==> src/verilog/sbs_consts.svh <==
// Constants of the system basis supervisor: offsets, fields, resets, times
`ifndef SBS_CONSTS_SVH
`define SBS_CONSTS_SVH
// APB byte offsets
`define SBS_OFS_MODE_CMD 12'h000
`define SBS_OFS_WD_CONFIG 12'h004
`define SBS_OFS_INT_ENABLE 12'h008
`define SBS_OFS_HS_CTRL 12'h00C
`define SBS_OFS_IO_STATUS 12'h010
`define SBS_OFS_INT_FLAGS 12'h014
// Command codes carried in the register-select field
`define SBS_CMD_MODE 3'h0
`define SBS_CMD_WD 3'h1
`define SBS_CMD_INTEN 3'h2
`define SBS_CMD_HS 3'h3
// Mode request codes
`define SBS_REQ_NORMAL 4'h0
`define SBS_REQ_STANDBY 4'h1
`define SBS_REQ_STOP 4'h2
`define SBS_REQ_SLEEP 4'h3
// Interrupt flag positions
`define SBS_FLG_TEMP 0
`define SBS_FLG_BATLOW 1
`define SBS_FLG_HSSEC 2
`define SBS_FLG_WAKE 3
`define SBS_FLG_BATTERY_FAIL_FLAG 4
// Reset values
`define SBS_RST_INT_ENABLE 4'h0
`define SBS_RST_HS_CTRL 2'h0
// Timing
`define SBS_CLK_HZ 64'd40000000
`define SBS_NREQ_TIME_MS 64'd350
`define SBS_NREQ_CYCLES (`SBS_NREQ_TIME_MS * `SBS_CLK_HZ / 64'd1000)
`define SBS_WAKE_PULSE_US 64'd10
`define SBS_WAKE_PULSE_CYCLES (`SBS_WAKE_PULSE_US * `SBS_CLK_HZ / 64'd1000000)
`define SBS_SPI_BITS 4'd8
`endif

==> src/verilog/sbs_pkg.sv <==
// Types of the system basis supervisor
`default_nettype none
package sbs_pkg;
  // Operating modes, one-hot
  typedef enum logic [5:0] {
    MODE_RESET = 6'b000001,
    MODE_NREQ = 6'b000010,
    MODE_NORMAL = 6'b000100,
    MODE_STANDBY = 6'b001000,
    MODE_STOP = 6'b010000,
    MODE_SLEEP = 6'b100000
  } sbs_mode_e;
  // Analog supervisor indications
  typedef struct packed {
    logic mainUv;
    logic tempWarn;
    logic tempShut;
    logic battery_fail_flag;
    logic batLow;
    logic secLow;
    logic hsOt;
  } sbs_analog_s;
  // One register write from either port
  typedef struct packed {
    logic valid;
    logic [2:0] sel;
    logic [3:0] data;
  } sbs_cmd_s;
endpackage
`default_nettype wire

==> src/verilog/sbs_supervisor.sv <==
// Supervisory logic: modes, reset/interrupt/watchdog pins, serial port, APB
`timescale 1ns/1ps
`default_nettype none
`include "sbs_consts.svh"
module sbs_supervisor #(
  parameter int unsigned NREQ_CYCLES = int'(`SBS_NREQ_CYCLES),
  parameter int unsigned RST_DUR_CYCLES = 40000,
  parameter int unsigned WD_PERIOD_CYCLES = 4000000,
  parameter int unsigned CYC_PERIOD_CYCLES = 800000,
  parameter int unsigned CYC_ON_CYCLES = 800
) (
  // Clock and reset
  input wire logic ref_clk,
  input wire logic rst,
  // APB slave
  input wire logic psel,
  input wire logic penable,
  input wire logic pwrite,
  input wire logic [11:0] paddr,
  input wire logic [31:0] pwdata,
  output logic [31:0] prdata,
  output logic pready,
  output logic pslverr,
  // Serial port pins
  input wire logic sclk,
  input wire logic chipSelN,
  input wire logic mosi,
  output logic miso,
  output logic misoOe,
  // Bus transceiver data path
  input wire logic txData,
  output logic rxData,
  input wire logic busDominantIn,
  output logic busDriveDominant,
  output logic canWakeOnly,
  // Analog indications and wake inputs
  input wire sbs_pkg::sbs_analog_s analogIn,
  input wire logic [3:0] level_inputs,
  // Supervisor outputs
  output logic resetOutN,
  output logic intOutN,
  output logic watchdog_fault_out_n,
  output logic mainRegEnable,
  output logic secondary_reg_drive,
  output logic high_side_switch,
  output logic lowPowerOscSel
);
  localparam int unsigned PULSE_CYCLES = int'(`SBS_WAKE_PULSE_CYCLES);
  localparam int SYW = 16;

  // Two-flop synchronisers; stage one feeds only stage two
  logic [SYW-1:0] syncA;
  logic [SYW-1:0] syncB;
  logic [SYW-1:0] syncC;
  always_ff @(posedge ref_clk)
  begin
    syncA <= {sclk, chipSelN, mosi, txData, busDominantIn, level_inputs,
      analogIn};
    syncB <= syncA;
    syncC <= syncB;
  end

  logic sclkS;
  logic csS;
  logic mosiS;
  logic txS;
  logic busS;
  logic [3:0] levelS;
  sbs_pkg::sbs_analog_s ana;
  assign {sclkS, csS, mosiS, txS, busS, levelS, ana} = syncB;
  logic sclkFall;
  logic sclkRise;
  logic csRise;
  logic levelEdge;
  assign sclkFall = syncC[15] & ~sclkS;
  assign sclkRise = ~syncC[15] & sclkS;
  assign csRise = ~syncC[14] & csS;
  assign levelEdge = |(syncC[10:7] ^ levelS);

  // Mode helpers used in several places
  function automatic logic isRun(input sbs_pkg::sbs_mode_e m);
    return (m == sbs_pkg::MODE_NORMAL) || (m == sbs_pkg::MODE_STANDBY);
  endfunction
  function automatic logic isLow(input sbs_pkg::sbs_mode_e m);
    return (m == sbs_pkg::MODE_STOP) || (m == sbs_pkg::MODE_SLEEP);
  endfunction

  // Serial shifter: mosi taken on falling, miso moved on rising edge
  logic [7:0] spiIn;
  logic [7:0] spiOut;
  logic [3:0] spiCnt;
  logic [4:0] intFlags;
  logic [3:0] intEnable;
  always_ff @(posedge ref_clk)
  begin
    if (rst)
    begin
      spiIn <= 8'h00;
      spiOut <= 8'h00;
      spiCnt <= 4'h0;
      miso <= 1'b0;
      misoOe <= 1'b0;
    end
    else
    begin
      misoOe <= ~csS;
      if (csS)
      begin
        // Status byte preloaded while idle, battery fail flag waits on miso ahead of it
        spiCnt <= 4'h0;
        spiOut <= {intFlags[3:0], ana.battery_fail_flag, ana.secLow, ana.hsOt,
          ana.batLow};
        miso <= intFlags[`SBS_FLG_BATTERY_FAIL_FLAG];
      end
      else
      begin
        if (sclkFall)
        begin
          spiIn <= {spiIn[6:0], mosiS};
          spiCnt <= spiCnt + 4'h1;
        end
        if (sclkRise)
        begin
          miso <= spiOut[7];
          spiOut <= {spiOut[6:0], 1'b0};
        end
      end
    end
  end

  // Commit a whole frame at chip select release; short frames dropped
  sbs_pkg::sbs_cmd_s spiCmd;
  assign spiCmd.valid = csRise && (spiCnt == `SBS_SPI_BITS) && spiIn[4];
  assign spiCmd.sel = spiIn[7:5];
  assign spiCmd.data = spiIn[3:0];

  // APB decode, zero wait states, answer prepared in setup cycle
  logic apbAccess;
  logic apbWrite;
  logic mapped;
  assign apbAccess = psel & penable & pready;
  assign apbWrite = apbAccess & pwrite & ~pslverr;
  assign mapped = (paddr[1:0] == 2'b00) && (paddr <= `SBS_OFS_INT_FLAGS);
  sbs_pkg::sbs_cmd_s apbCmd;
  assign apbCmd.valid = apbWrite && (paddr < `SBS_OFS_IO_STATUS);
  assign apbCmd.sel = paddr[4:2];
  assign apbCmd.data = pwdata[3:0];
  sbs_pkg::sbs_cmd_s cmd;
  assign cmd = spiCmd.valid ? spiCmd : apbCmd;
  logic [4:0] flagClr;
  assign flagClr = (apbWrite && paddr == `SBS_OFS_INT_FLAGS) ?
    pwdata[4:0] : 5'h00;

  sbs_pkg::sbs_mode_e mode;
  logic [1:0] hsCtrl;
  logic wdTarget;
  always_ff @(posedge ref_clk)
  begin
    if (rst)
    begin
      prdata <= 32'h0000_0000;
      pready <= 1'b0;
      pslverr <= 1'b0;
    end
    else
    begin
      pready <= psel & ~penable;
      pslverr <= psel & ~penable & ~mapped;
      prdata <= 32'h0000_0000;
      if (psel && !penable && mapped)
      begin
        unique case (paddr)
          `SBS_OFS_MODE_CMD: prdata <= {25'h0, ana.tempWarn, mode};
          `SBS_OFS_WD_CONFIG: prdata <= {31'h0, wdTarget};
          `SBS_OFS_INT_ENABLE: prdata <= {28'h0, intEnable};
          `SBS_OFS_HS_CTRL: prdata <= {30'h0, hsCtrl};
          `SBS_OFS_IO_STATUS: prdata <= {24'h0, levelS, ana.batLow,
            ana.secLow, ana.hsOt, ana.battery_fail_flag};
          default: prdata <= {27'h0, intFlags};
        endcase
      end
    end
  end

  // Control registers written from either port
  always_ff @(posedge ref_clk)
  begin
    if (rst)
    begin
      intEnable <= `SBS_RST_INT_ENABLE;
      hsCtrl <= `SBS_RST_HS_CTRL;
    end
    else if (cmd.valid && cmd.sel == `SBS_CMD_INTEN)
      intEnable <= cmd.data;
    else if (cmd.valid && cmd.sel == `SBS_CMD_HS)
      hsCtrl <= cmd.data[1:0];
  end

  // Sticky flags; a new event outranks a clear in the same cycle
  logic [4:0] flagSet;
  logic wakeEv;
  always_comb
  begin
    flagSet = 5'h00;
    flagSet[`SBS_FLG_TEMP] = ana.tempWarn;
    flagSet[`SBS_FLG_BATLOW] = ana.batLow && isRun(mode);
    flagSet[`SBS_FLG_HSSEC] = ana.hsOt | ana.secLow;
    flagSet[`SBS_FLG_WAKE] = wakeEv;
    flagSet[`SBS_FLG_BATTERY_FAIL_FLAG] = ana.battery_fail_flag;
  end
  always_ff @(posedge ref_clk)
  begin
    if (rst)
      intFlags <= 5'h00;
    else
      intFlags <= (intFlags & ~flagClr) | flagSet;
  end

  // Wake sources: level edges in sleep/stop, chip select release in stop
  assign wakeEv = (isLow(mode) && levelEdge) ||
    (mode == sbs_pkg::MODE_STOP && csRise);

  // Mode machine with its shared timer
  logic [31:0] timer;
  logic fromSleep;
  logic wdConfigWr;
  logic modeWr;
  assign wdConfigWr = cmd.valid && cmd.sel == `SBS_CMD_WD;
  assign modeWr = cmd.valid && cmd.sel == `SBS_CMD_MODE;
  always_ff @(posedge ref_clk)
  begin
    if (rst)
    begin
      mode <= sbs_pkg::MODE_RESET;
      timer <= 32'h0000_0000;
      fromSleep <= 1'b0;
      wdTarget <= 1'b0;
      watchdog_fault_out_n <= 1'b1;
    end
    else if (ana.mainUv && mode != sbs_pkg::MODE_SLEEP)
    begin
      mode <= sbs_pkg::MODE_RESET;
      timer <= 32'h0000_0000;
    end
    else
    begin
      timer <= timer + 32'h1;
      unique case (mode)
        sbs_pkg::MODE_RESET:
          if (timer >= RST_DUR_CYCLES - 1)
          begin
            mode <= sbs_pkg::MODE_NREQ;
            timer <= 32'h0000_0000;
          end
        sbs_pkg::MODE_NREQ:
          if (wdConfigWr)
          begin
            // Configuration arrived in time: leave for chosen run mode
            wdTarget <= cmd.data[0];
            watchdog_fault_out_n <= 1'b1;
            fromSleep <= 1'b0;
            mode <= cmd.data[0] ? sbs_pkg::MODE_STANDBY :
              sbs_pkg::MODE_NORMAL;
            timer <= 32'h0000_0000;
          end
          else if (timer >= NREQ_CYCLES - 1)
          begin
            mode <= fromSleep ? sbs_pkg::MODE_SLEEP :
              sbs_pkg::MODE_RESET;
            timer <= 32'h0000_0000;
          end
        sbs_pkg::MODE_NORMAL, sbs_pkg::MODE_STANDBY:
          if (wdConfigWr)
            timer <= 32'h0000_0000;
          else if (timer >= WD_PERIOD_CYCLES - 1)
          begin
            watchdog_fault_out_n <= 1'b0;
            mode <= sbs_pkg::MODE_RESET;
            timer <= 32'h0000_0000;
          end
          else if (modeWr)
          begin
            timer <= 32'h0000_0000;
            unique case (cmd.data)
              `SBS_REQ_NORMAL: mode <= sbs_pkg::MODE_NORMAL;
              `SBS_REQ_STANDBY: mode <= sbs_pkg::MODE_STANDBY;
              `SBS_REQ_STOP: mode <= sbs_pkg::MODE_STOP;
              `SBS_REQ_SLEEP: mode <= sbs_pkg::MODE_SLEEP;
              default: timer <= timer + 32'h1;
            endcase
          end
        sbs_pkg::MODE_STOP:
          if (wakeEv)
          begin
            mode <= sbs_pkg::MODE_NREQ;
            timer <= 32'h0000_0000;
          end
        default:
          if (wakeEv)
          begin
            // Sleep wake passes through reset since regulator was off
            fromSleep <= 1'b1;
            mode <= sbs_pkg::MODE_RESET;
            timer <= 32'h0000_0000;
          end
      endcase
    end
  end

  // Interrupt pin: level from enabled flags, pulse for stop-mode wake
  logic [15:0] pulseCnt;
  always_ff @(posedge ref_clk)
  begin
    if (rst)
    begin
      pulseCnt <= 16'h0000;
      intOutN <= 1'b1;
    end
    else
    begin
      if (mode == sbs_pkg::MODE_STOP && wakeEv)
        pulseCnt <= PULSE_CYCLES[15:0];
      else if (pulseCnt != 16'h0000)
        pulseCnt <= pulseCnt - 16'h0001;
      intOutN <= ~((pulseCnt != 16'h0000) ||
        (isRun(mode) && |(intFlags[3:0] & intEnable)));
    end
  end

  // Cyclic timer for the high-side switch in low-power modes
  logic [31:0] cycCnt;
  always_ff @(posedge ref_clk)
  begin
    if (rst || !isLow(mode))
      cycCnt <= 32'h0000_0000;
    else if (cycCnt >= CYC_PERIOD_CYCLES - 1)
      cycCnt <= 32'h0000_0000;
    else
      cycCnt <= cycCnt + 32'h1;
  end

  // Pin outputs, all registered
  always_ff @(posedge ref_clk)
  begin
    if (rst)
    begin
      resetOutN <= 1'b0;
      rxData <= 1'b1;
      busDriveDominant <= 1'b0;
      canWakeOnly <= 1'b1;
      mainRegEnable <= 1'b0;
      secondary_reg_drive <= 1'b0;
      high_side_switch <= 1'b0;
      lowPowerOscSel <= 1'b0;
    end
    else
    begin
      resetOutN <= (mode != sbs_pkg::MODE_RESET) && !ana.mainUv;
      rxData <= ~busS;
      // Transmit path only live in normal; elsewhere bus left recessive
      busDriveDominant <= (mode == sbs_pkg::MODE_NORMAL) && !txS;
      canWakeOnly <= mode != sbs_pkg::MODE_NORMAL;
      mainRegEnable <= (mode != sbs_pkg::MODE_SLEEP) && !ana.tempShut;
      secondary_reg_drive <= mode == sbs_pkg::MODE_NORMAL;
      high_side_switch <= isRun(mode) ? hsCtrl[0] :
        (isLow(mode) && hsCtrl[1] && cycCnt < CYC_ON_CYCLES);
      lowPowerOscSel <= isLow(mode);
    end
  end
endmodule
`default_nettype wire

==> config.mk <==
export PLATFORM = sky130hd
export DESIGN_NAME = sbs_supervisor
export DESIGN_NICKNAME = d
export VERILOG_FILES = /design/src/verilog/sbs_pkg.sv /design/src/verilog/sbs_supervisor.sv
export VERILOG_INCLUDE_DIRS = /design/src /design/src/verilog
export SDC_FILE = /design/constraint.sdc
export NUM_CORES = 1
export LEC_CHECK = 0
export ABC_AREA = 1
export BUFFER_PORTS_ARGS = -buffer_cell sky130_fd_sc_hd__buf_4
export CAP_MARGIN = 20
export CORE_UTILIZATION = 35
export DETAILED_ROUTE_END_ITERATION = 16
export GPL_ROUTABILITY_DRIVEN = 0
export SLEW_MARGIN = 25
export SYNTH_ARGS = -nofsm -noshare
export SYNTH_HDL_FRONTEND = slang
export SYNTH_SLANG_ARGS = --single-unit
==> constraint.sdc <==
create_clock -name ref_clk -period 2.7 [get_ports ref_clk]
set_input_delay 0.54 -clock ref_clk [delete_from_list [all_inputs] [get_ports ref_clk]]
set_output_delay 0.54 -clock ref_clk [all_outputs]
set_load 0.01 [all_outputs]
==> impl_metrics.py, run 1 <==
metrics = {
    "status": {
        "status": "completed",
    },
    "detailed_routing": {
        "vias": 6544,
        "viasPerCell": 4.55,
        "wl_um": 16900,
        "wl_per_cell_um": 11.7,
        "ant_nets": 0,
        "route.detailed.drc": 0,
        "dr.pass1.iters": 5,
        "drt_iter0_drc": 294,
    },
    "worst_setup_path": {
        "r2r-start": "syncB[14]",
        "critPathCaptureType": "flop",
        "crit_start": "syncB[14]",
        "crit_arrival_ps": 2630,
        "path_class": "reg2reg",
        "start_kind": "flop",
        "cp.required_ps": 3020,
        "worstPathMaxFanout": 32,
    },
    "pwr": {
        "leakage_nw": 3.87,
        "p_total_mw": 6.56,
        "power_density_nw_per_um2": 715,
        "irDropWorstVdd_mv": 0.423,
    },
    "final_layout": {
        "nets": 1215,
        "diodes": 0,
        "drive_above_1_share_pct": 11.5,
        "n_fill_cell": 2300,
        "fin_util_pct": 41.9,
        "finalNonFillerCells": 1437,
        "syn2layout_area_growth_pct": 16.8,
        "multiInputGateArea_um2": 3630,
        "ff_latch_area_um2": 3580,
    },
    "sta": {
        "worstMarginPinSlew_ps": 627,
        "setup_violations": 0,
        "hold_viol_final": 0,
        "fin_crit_ps": 2310,
        "relSlewSlack_pct": 57.8,
        "fin_crit_sh_pct": 85.7,
        "tns_ps": 0,
        "slew_viol_final": 0,
        "finClkSkew_ps": 12.2,
        "grt_setup_unrepaired": "false",
        "fmax_mhz": 432,
    },
    "clocking": {
        "htree_levels": 4,
        "cts.clk_slew.worst_paths_ps": 70,
        "cts_buffers": 17,
        "clkSinkCount": 179,
        "hold_buffers": 0,
        "clk_latency_ps": 430,
        "cts_resized": 0,
        "cts_setup_buffers": 0,
        "cts_tree": "built",
        "clockRootBuffer": "clkbuf_16",
        "cts_buffer_depth": 2,
    },
    "floorplan": {
        "die_height_um": 152,
        "row_count": 54,
        "dieArea_um2": 23000,
        "ios": 111,
        "die_w_um": 152,
        "start_util_pct": 35.9,
        "coreArea_um2": 21900,
    },
    "global_routing": {
        "grt.met3_usage_pct": 3.48,
        "grt_pass1_vias": 6342,
        "antenna_found_initial": 0,
        "grt_max_degree": 33,
        "gr-usage-all-layers_pct": 15.3,
        "top_usage_layer": "met2",
        "grt_use_met2_pct": 25.1,
        "grtUsageMet1_pct": 19.9,
        "grt_pass1_wl_um": 29000,
        "overflow": 0,
    },
    "placement": {
        "placed_cells": 1405,
        "hpwl_um": 12600,
        "portBuffers": 59,
    },
    "yosys": {
        "yosysUniqueCellTypes": 39,
        "synth.avg_cell_area_um2": 7.38,
        "synth_seq_area_share_pct": 45.6,
        "ys_seq_elements": 179,
        "synth_cells": 1064,
        "netlist_area_um2": 7860,
        "yosys_warnings": 0,
    },
    "min_path": {
        "hold_start": "analogIn[2]",
        "worstHoldPathType": "in2reg",
    },
    "flow_run": {
        "maxCapViolCount": 0,
    },
}
-- cell families after synthesis --
group	Yosys count	synth area share, %
AOI/OAI and AO/OA	99	7.36
xor gates and xnor gates	49	5.46
adders and majority gates	6	0.956
buffers and inverters	173	9.79
DFF	179	45.6
other	1	0.0477
and+or+nand+nor	557	30.8
-- metrics by stage --
stage / worst slack, ps / hold slack (ps) / area [um^2]
finish: 387 / 204 / 9170
global route: 220 / 175 / 9170
CTS: 363 / 184 / 9170
detailed placement: 284 / 312 / 8570
global placement: 315 / 310 / 8570
floorplan: 686 / 310 / 7990
-- metal layers --
metal,vias to the layer above,share of wire [%]
li1,3476,-
met2,109,45
met4,0,1.3
met1,2940,50
met3,19,3.7
met5,-,0
-- power breakdown --
group          total, mW  internal, mW  switching, mW
Clock               2.50          1.40           1.11
Combinational       1.10         0.427          0.676
Sequential          2.95          2.82          0.132
Total               6.56          4.64           1.92
-- cell usage in the layout, fill, tap and decap left out, types with 3 or more instances in the layout --
| cell type | netlist | routed |
|---|---|---|
| nand2_1 | 216 | 216 |
| nor2_1 | 185 | 185 |
| dfxtp_1 | 179 | 179 |
| inv_1 | 130 | 130 |
| nand3_1 | 65 | 65 |
| buf_4 | 24 | 64 |
| xor2_1 | 39 | 39 |
| o21ai_0 | 37 | 37 |
| a21oi_1 | 36 | 36 |
| conb_1 | 1 | 36 |
| nor3_1 | 28 | 28 |
| nand4_1 | 19 | 19 |
| clkbuf_16 | 0 | 17 |
| nor2_2 | 14 | 14 |
| xnor2_1 | 10 | 10 |
| nor4_1 | 9 | 9 |
| a311oi_1 | 6 | 6 |
| a31oi_1 | 6 | 6 |
| ha_1 | 6 | 6 |
| nand2_2 | 5 | 5 |
| nor2_4 | 4 | 4 |
| or2_2 | 4 | 4 |
| a211oi_1 | 4 | 4 |
| inv_2 | 3 | 3 |
| nand3b_1 | 3 | 3 |
| o22ai_1 | 3 | 3 |
| clkinvlp_4 | 0 | 3 |
| inv_6 | 0 | 3 |
| inv_8 | 0 | 3 |
-- sequential cells by signal, indices dropped and copies added (netlist names), 2 cells and up --
register / count
spiCnt: 4
prdata: 8
intFlags: 5
intEnable: 4
mode: 6
syncB: 16
spiOut: 8
spiIn: 8
cycCnt: 32
pulseCnt: 16
syncA: 16
syncC: 6
hsCtrl: 2
timer: 32
-- cell type report --
cell class                      count  area share, %
Tap cell                          280           3.82
Inverter                          134           5.48
Clock buffer                       18           4.68
Multi-Input combinational cell    747           39.6
Timing Repair Buffer               65           5.46
Sequential cell                   179           39.1
Clock inverter                     14           1.88
-- worst paths after layout --
path	endpoint	slack [ps]	depth (start not counted)
worst min register to register	syncB[13]	330	0
worst min-delay path	syncA[2]	200	1
worst max register to register	timer[15]	390	12
worst max-delay path	timer[15]	390	12
-- critical path, stage by stage (launching register included) --
cell and delay (ps):
dfxtp_1 580, inv_2 100, nor2_4 260, nand2_4 130, nand2_1 150, nand2_2 90, nor2_4 140, nor2_2 70
nand2_2 80, nand3_1 120, o21ai_4 170, buf_12 210, nor2_1 60
-- cell usage after synthesis --
master    count  area (um^2)
o21ai_4       1         16.3
nand3b_1      3         22.5
o22ai_1       3         18.8
a32o_1        1         10.0
inv_2         3         11.3
nor4_1        9         56.3
dfxtp_1     179         3580
nand3_2       1         10.0
a31oi_1       6         37.5
clkinv_1      1         3.75
a41oi_1       1         8.76
o31ai_1       1         7.51
nand2_1     216          811
nor2_4        4         45.0
xor2_1       39          342
a311oi_1      6         52.6
nand2_2       5         31.3
buf_6         4         45.0
buf_4        24          180
nor3b_1       1         7.51
ha_1          6         75.1
a21oi_1      36          180
nor2_2       14         87.6
nand2_4       2         22.5
nand4_1      19          119
nand3_1      65          325
conb_1        1         3.75
a211oi_1      4         30.0
nor2_1      185          694
o21ai_0      37          185
inv_1       130          488
o221ai_1      1         8.76
nor3_1       28          140
or2_2         4         25.0
buf_1         1         3.75
xnor2_1      10         87.6
o221a_2       2         22.5
clkbuf_1     10         37.5
nor2_8        1         20.0
Note: power is estimated with default switching activity, not from simulation.
==> run 2: changes to the inputs <==
Settings changed: CORE_MARGIN from default to 2.
==> impl_metrics.py, run 2 (synthesized netlist as in run 1, its figures left out) <==
metrics = {
    "pwr": {
        "switching_power_mw": 1.98,
        "leakage_nw": 3.91,
        "irDropWorstVdd_mv": 0.439,
        "power_density_nw_per_um2": 721,
        "power_frac_seq_pct": 44.2,
        "clock_power_share_pct": 39.2,
        "p_int_mw": 4.67,
        "p_total_mw": 6.65,
        "p_comb_share_pct": 16.6,
        "p_sw_share_pct": 29.8,
    },
    "final_layout": {
        "diodes": 0,
        "fin_util_pct": 42.0,
        "n_fill_cell": 2273,
        "reg.largest.list": "cycCnt x32, timer x32",
        "nets": 1217,
        "finalNonFillerCells": 1439,
        "syn2layout_area_growth_pct": 17.5,
        "final_cell_mix": "216 x nand2_1, 185 x nor2_1, 179 x dfxtp_1, 130 x inv_1, 66 x buf_4",
        "final_area_um2": 9230,
        "final_common_cell": "nand2_1",
        "drive_above_1_share_pct": 11.7,
    },
    "clocking": {
        "clk_latency_ps": 430,
        "cts_buffer_depth": 2,
        "cts_tree": "built",
        "htree_levels": 4,
        "cts_buffers": 17,
        "clkSinkCount": 179,
        "cts_resized": 0,
        "cts_setup_buffers": 0,
        "cts.clk_slew.worst_paths_ps": 80,
        "clockRootBuffer": "clkbuf_16",
        "hold_buffers": 0,
    },
    "sta": {
        "fmax_mhz": 451,
        "fin_crit_sh_pct": 82.1,
        "slew_viol_final": 0,
        "tns_ps": 0,
        "fin_crit_ps": 2220,
        "finClkSkew_ps": 15.0,
        "worst_slack_ps": 484,
        "whs_ps": 201,
        "grt_setup_unrepaired": "false",
        "setup_violations": 0,
        "hold_viol_final": 0,
    },
    "min_path": {
        "whs_path_depth": 1,
        "worstHoldPathType": "in2reg",
    },
    "worst_setup_path": {
        "reg2reg_depth": 15,
        "reg2reg_slack_ps": 480,
        "critPathTopFamily": "simple AND/OR/NAND/NOR gates",
        "cpPeakStageDelay_ps": 370,
        "crit_arrival_ps": 2540,
        "start_kind": "flop",
        "cp.required_ps": 3020,
        "worstPathMaxFanout": 32,
        "crit_top_cell": "nand2_1",
        "critPathCaptureType": "flop",
        "path_buf_inv": 3,
        "cp.depth": 15,
        "path_class": "reg2reg",
        "cp_slowest_cell": "dfxtp_1",
        "cp_cell_sequence": "ha_1 -> nand2_1 -> nor2_4 -> nand2_1 -> clkinv_1 -> nand2_1 -> nand2_1 -> nand2_1 -> nand3_1 -> inv_2 -> nand2_4 -> nor2_2 -> o21ai_4 -> buf_12 -> nor2_1",
    },
    "flow_run": {
        "maxCapViolCount": 0,
    },
    "global_routing": {
        "overflow": 0,
        "antenna_found_initial": 0,
        "grt_pass1_vias": 6202,
        "grt_max_degree": 33,
        "gr-usage-all-layers_pct": 15.0,
        "grt_pass1_wl_um": 29000,
    },
    "detailed_routing": {
        "drt-met1-wl_um": 8420,
        "top_layer": "met4",
        "drt_iter0_drc": 297,
        "ant_nets": 0,
        "vias": 6574,
        "route.detailed.drc": 0,
        "wl_met2_um": 7580,
        "dr.pass1.iters": 5,
        "viasPerCell": 4.57,
        "wl_um": 17000,
        "wl_per_cell_um": 11.8,
        "dr_wl_met3_um": 749,
    },
    "floorplan": {
        "die_w_um": 154,
        "ios": 111,
        "start_util_pct": 35.8,
        "coreArea_um2": 22000,
        "die_height_um": 154,
        "dieArea_um2": 23700,
        "row_count": 54,
    },
    "placement": {
        "portBuffers": 59,
        "placed_cells": 1407,
        "placed_cell_area_um2": 8590,
        "hpwl_um": 12800,
        "dp_slack_ps": 312,
    },
    "status": {
        "status": "completed",
    },
}
run 2: cell types whose count changed in the layout (fill, tap and decap cells not counted):
cell / delta
buf_4: +2
clkbuf_1: -1
clkinv_2: -1
clkinv_8: +5
clkinvlp_4: -2
inv_6: +1
inv_8: -2
run 2: worst paths after layout:
check / start / to
max reg2reg: timer[0] / timer[15]
min reg2reg: syncA[8] / syncB[8]
min: analogIn[5] / syncA[5]
max: timer[0] / timer[15]
run 2: layout make-up:
class	instances	area, um^2	area share, %
Inverter	134	503	5.45
Multi-Input combinational cell	747	3630	39.4
Sequential cell	179	3580	38.8
Tap cell	280	350	3.79
Timing Repair Buffer	67	515	5.58
Clock buffer	17	425	4.61
Clock inverter	15	220	2.39
run 2: power by group through the flow:
stage	sequential (mW)	clock, mW	combinational [mW]
2_1_floorplan	2.98	0	0.862
3_3_place_gp	3.00	0	1.09
6_report	2.94	2.60	1.10
3_5_place_dp	3.00	0	1.10
5_1_grt	2.96	2.79	1.27
4_1_cts	2.94	2.68	1.11
run 2: metal layers:
metal  global-route usage (%)  vias up
li1                         -     3484
met5                        0        -
met3                     3.66       19
met1                     19.9     2937
met2                     24.3      134
met4                     4.67        0
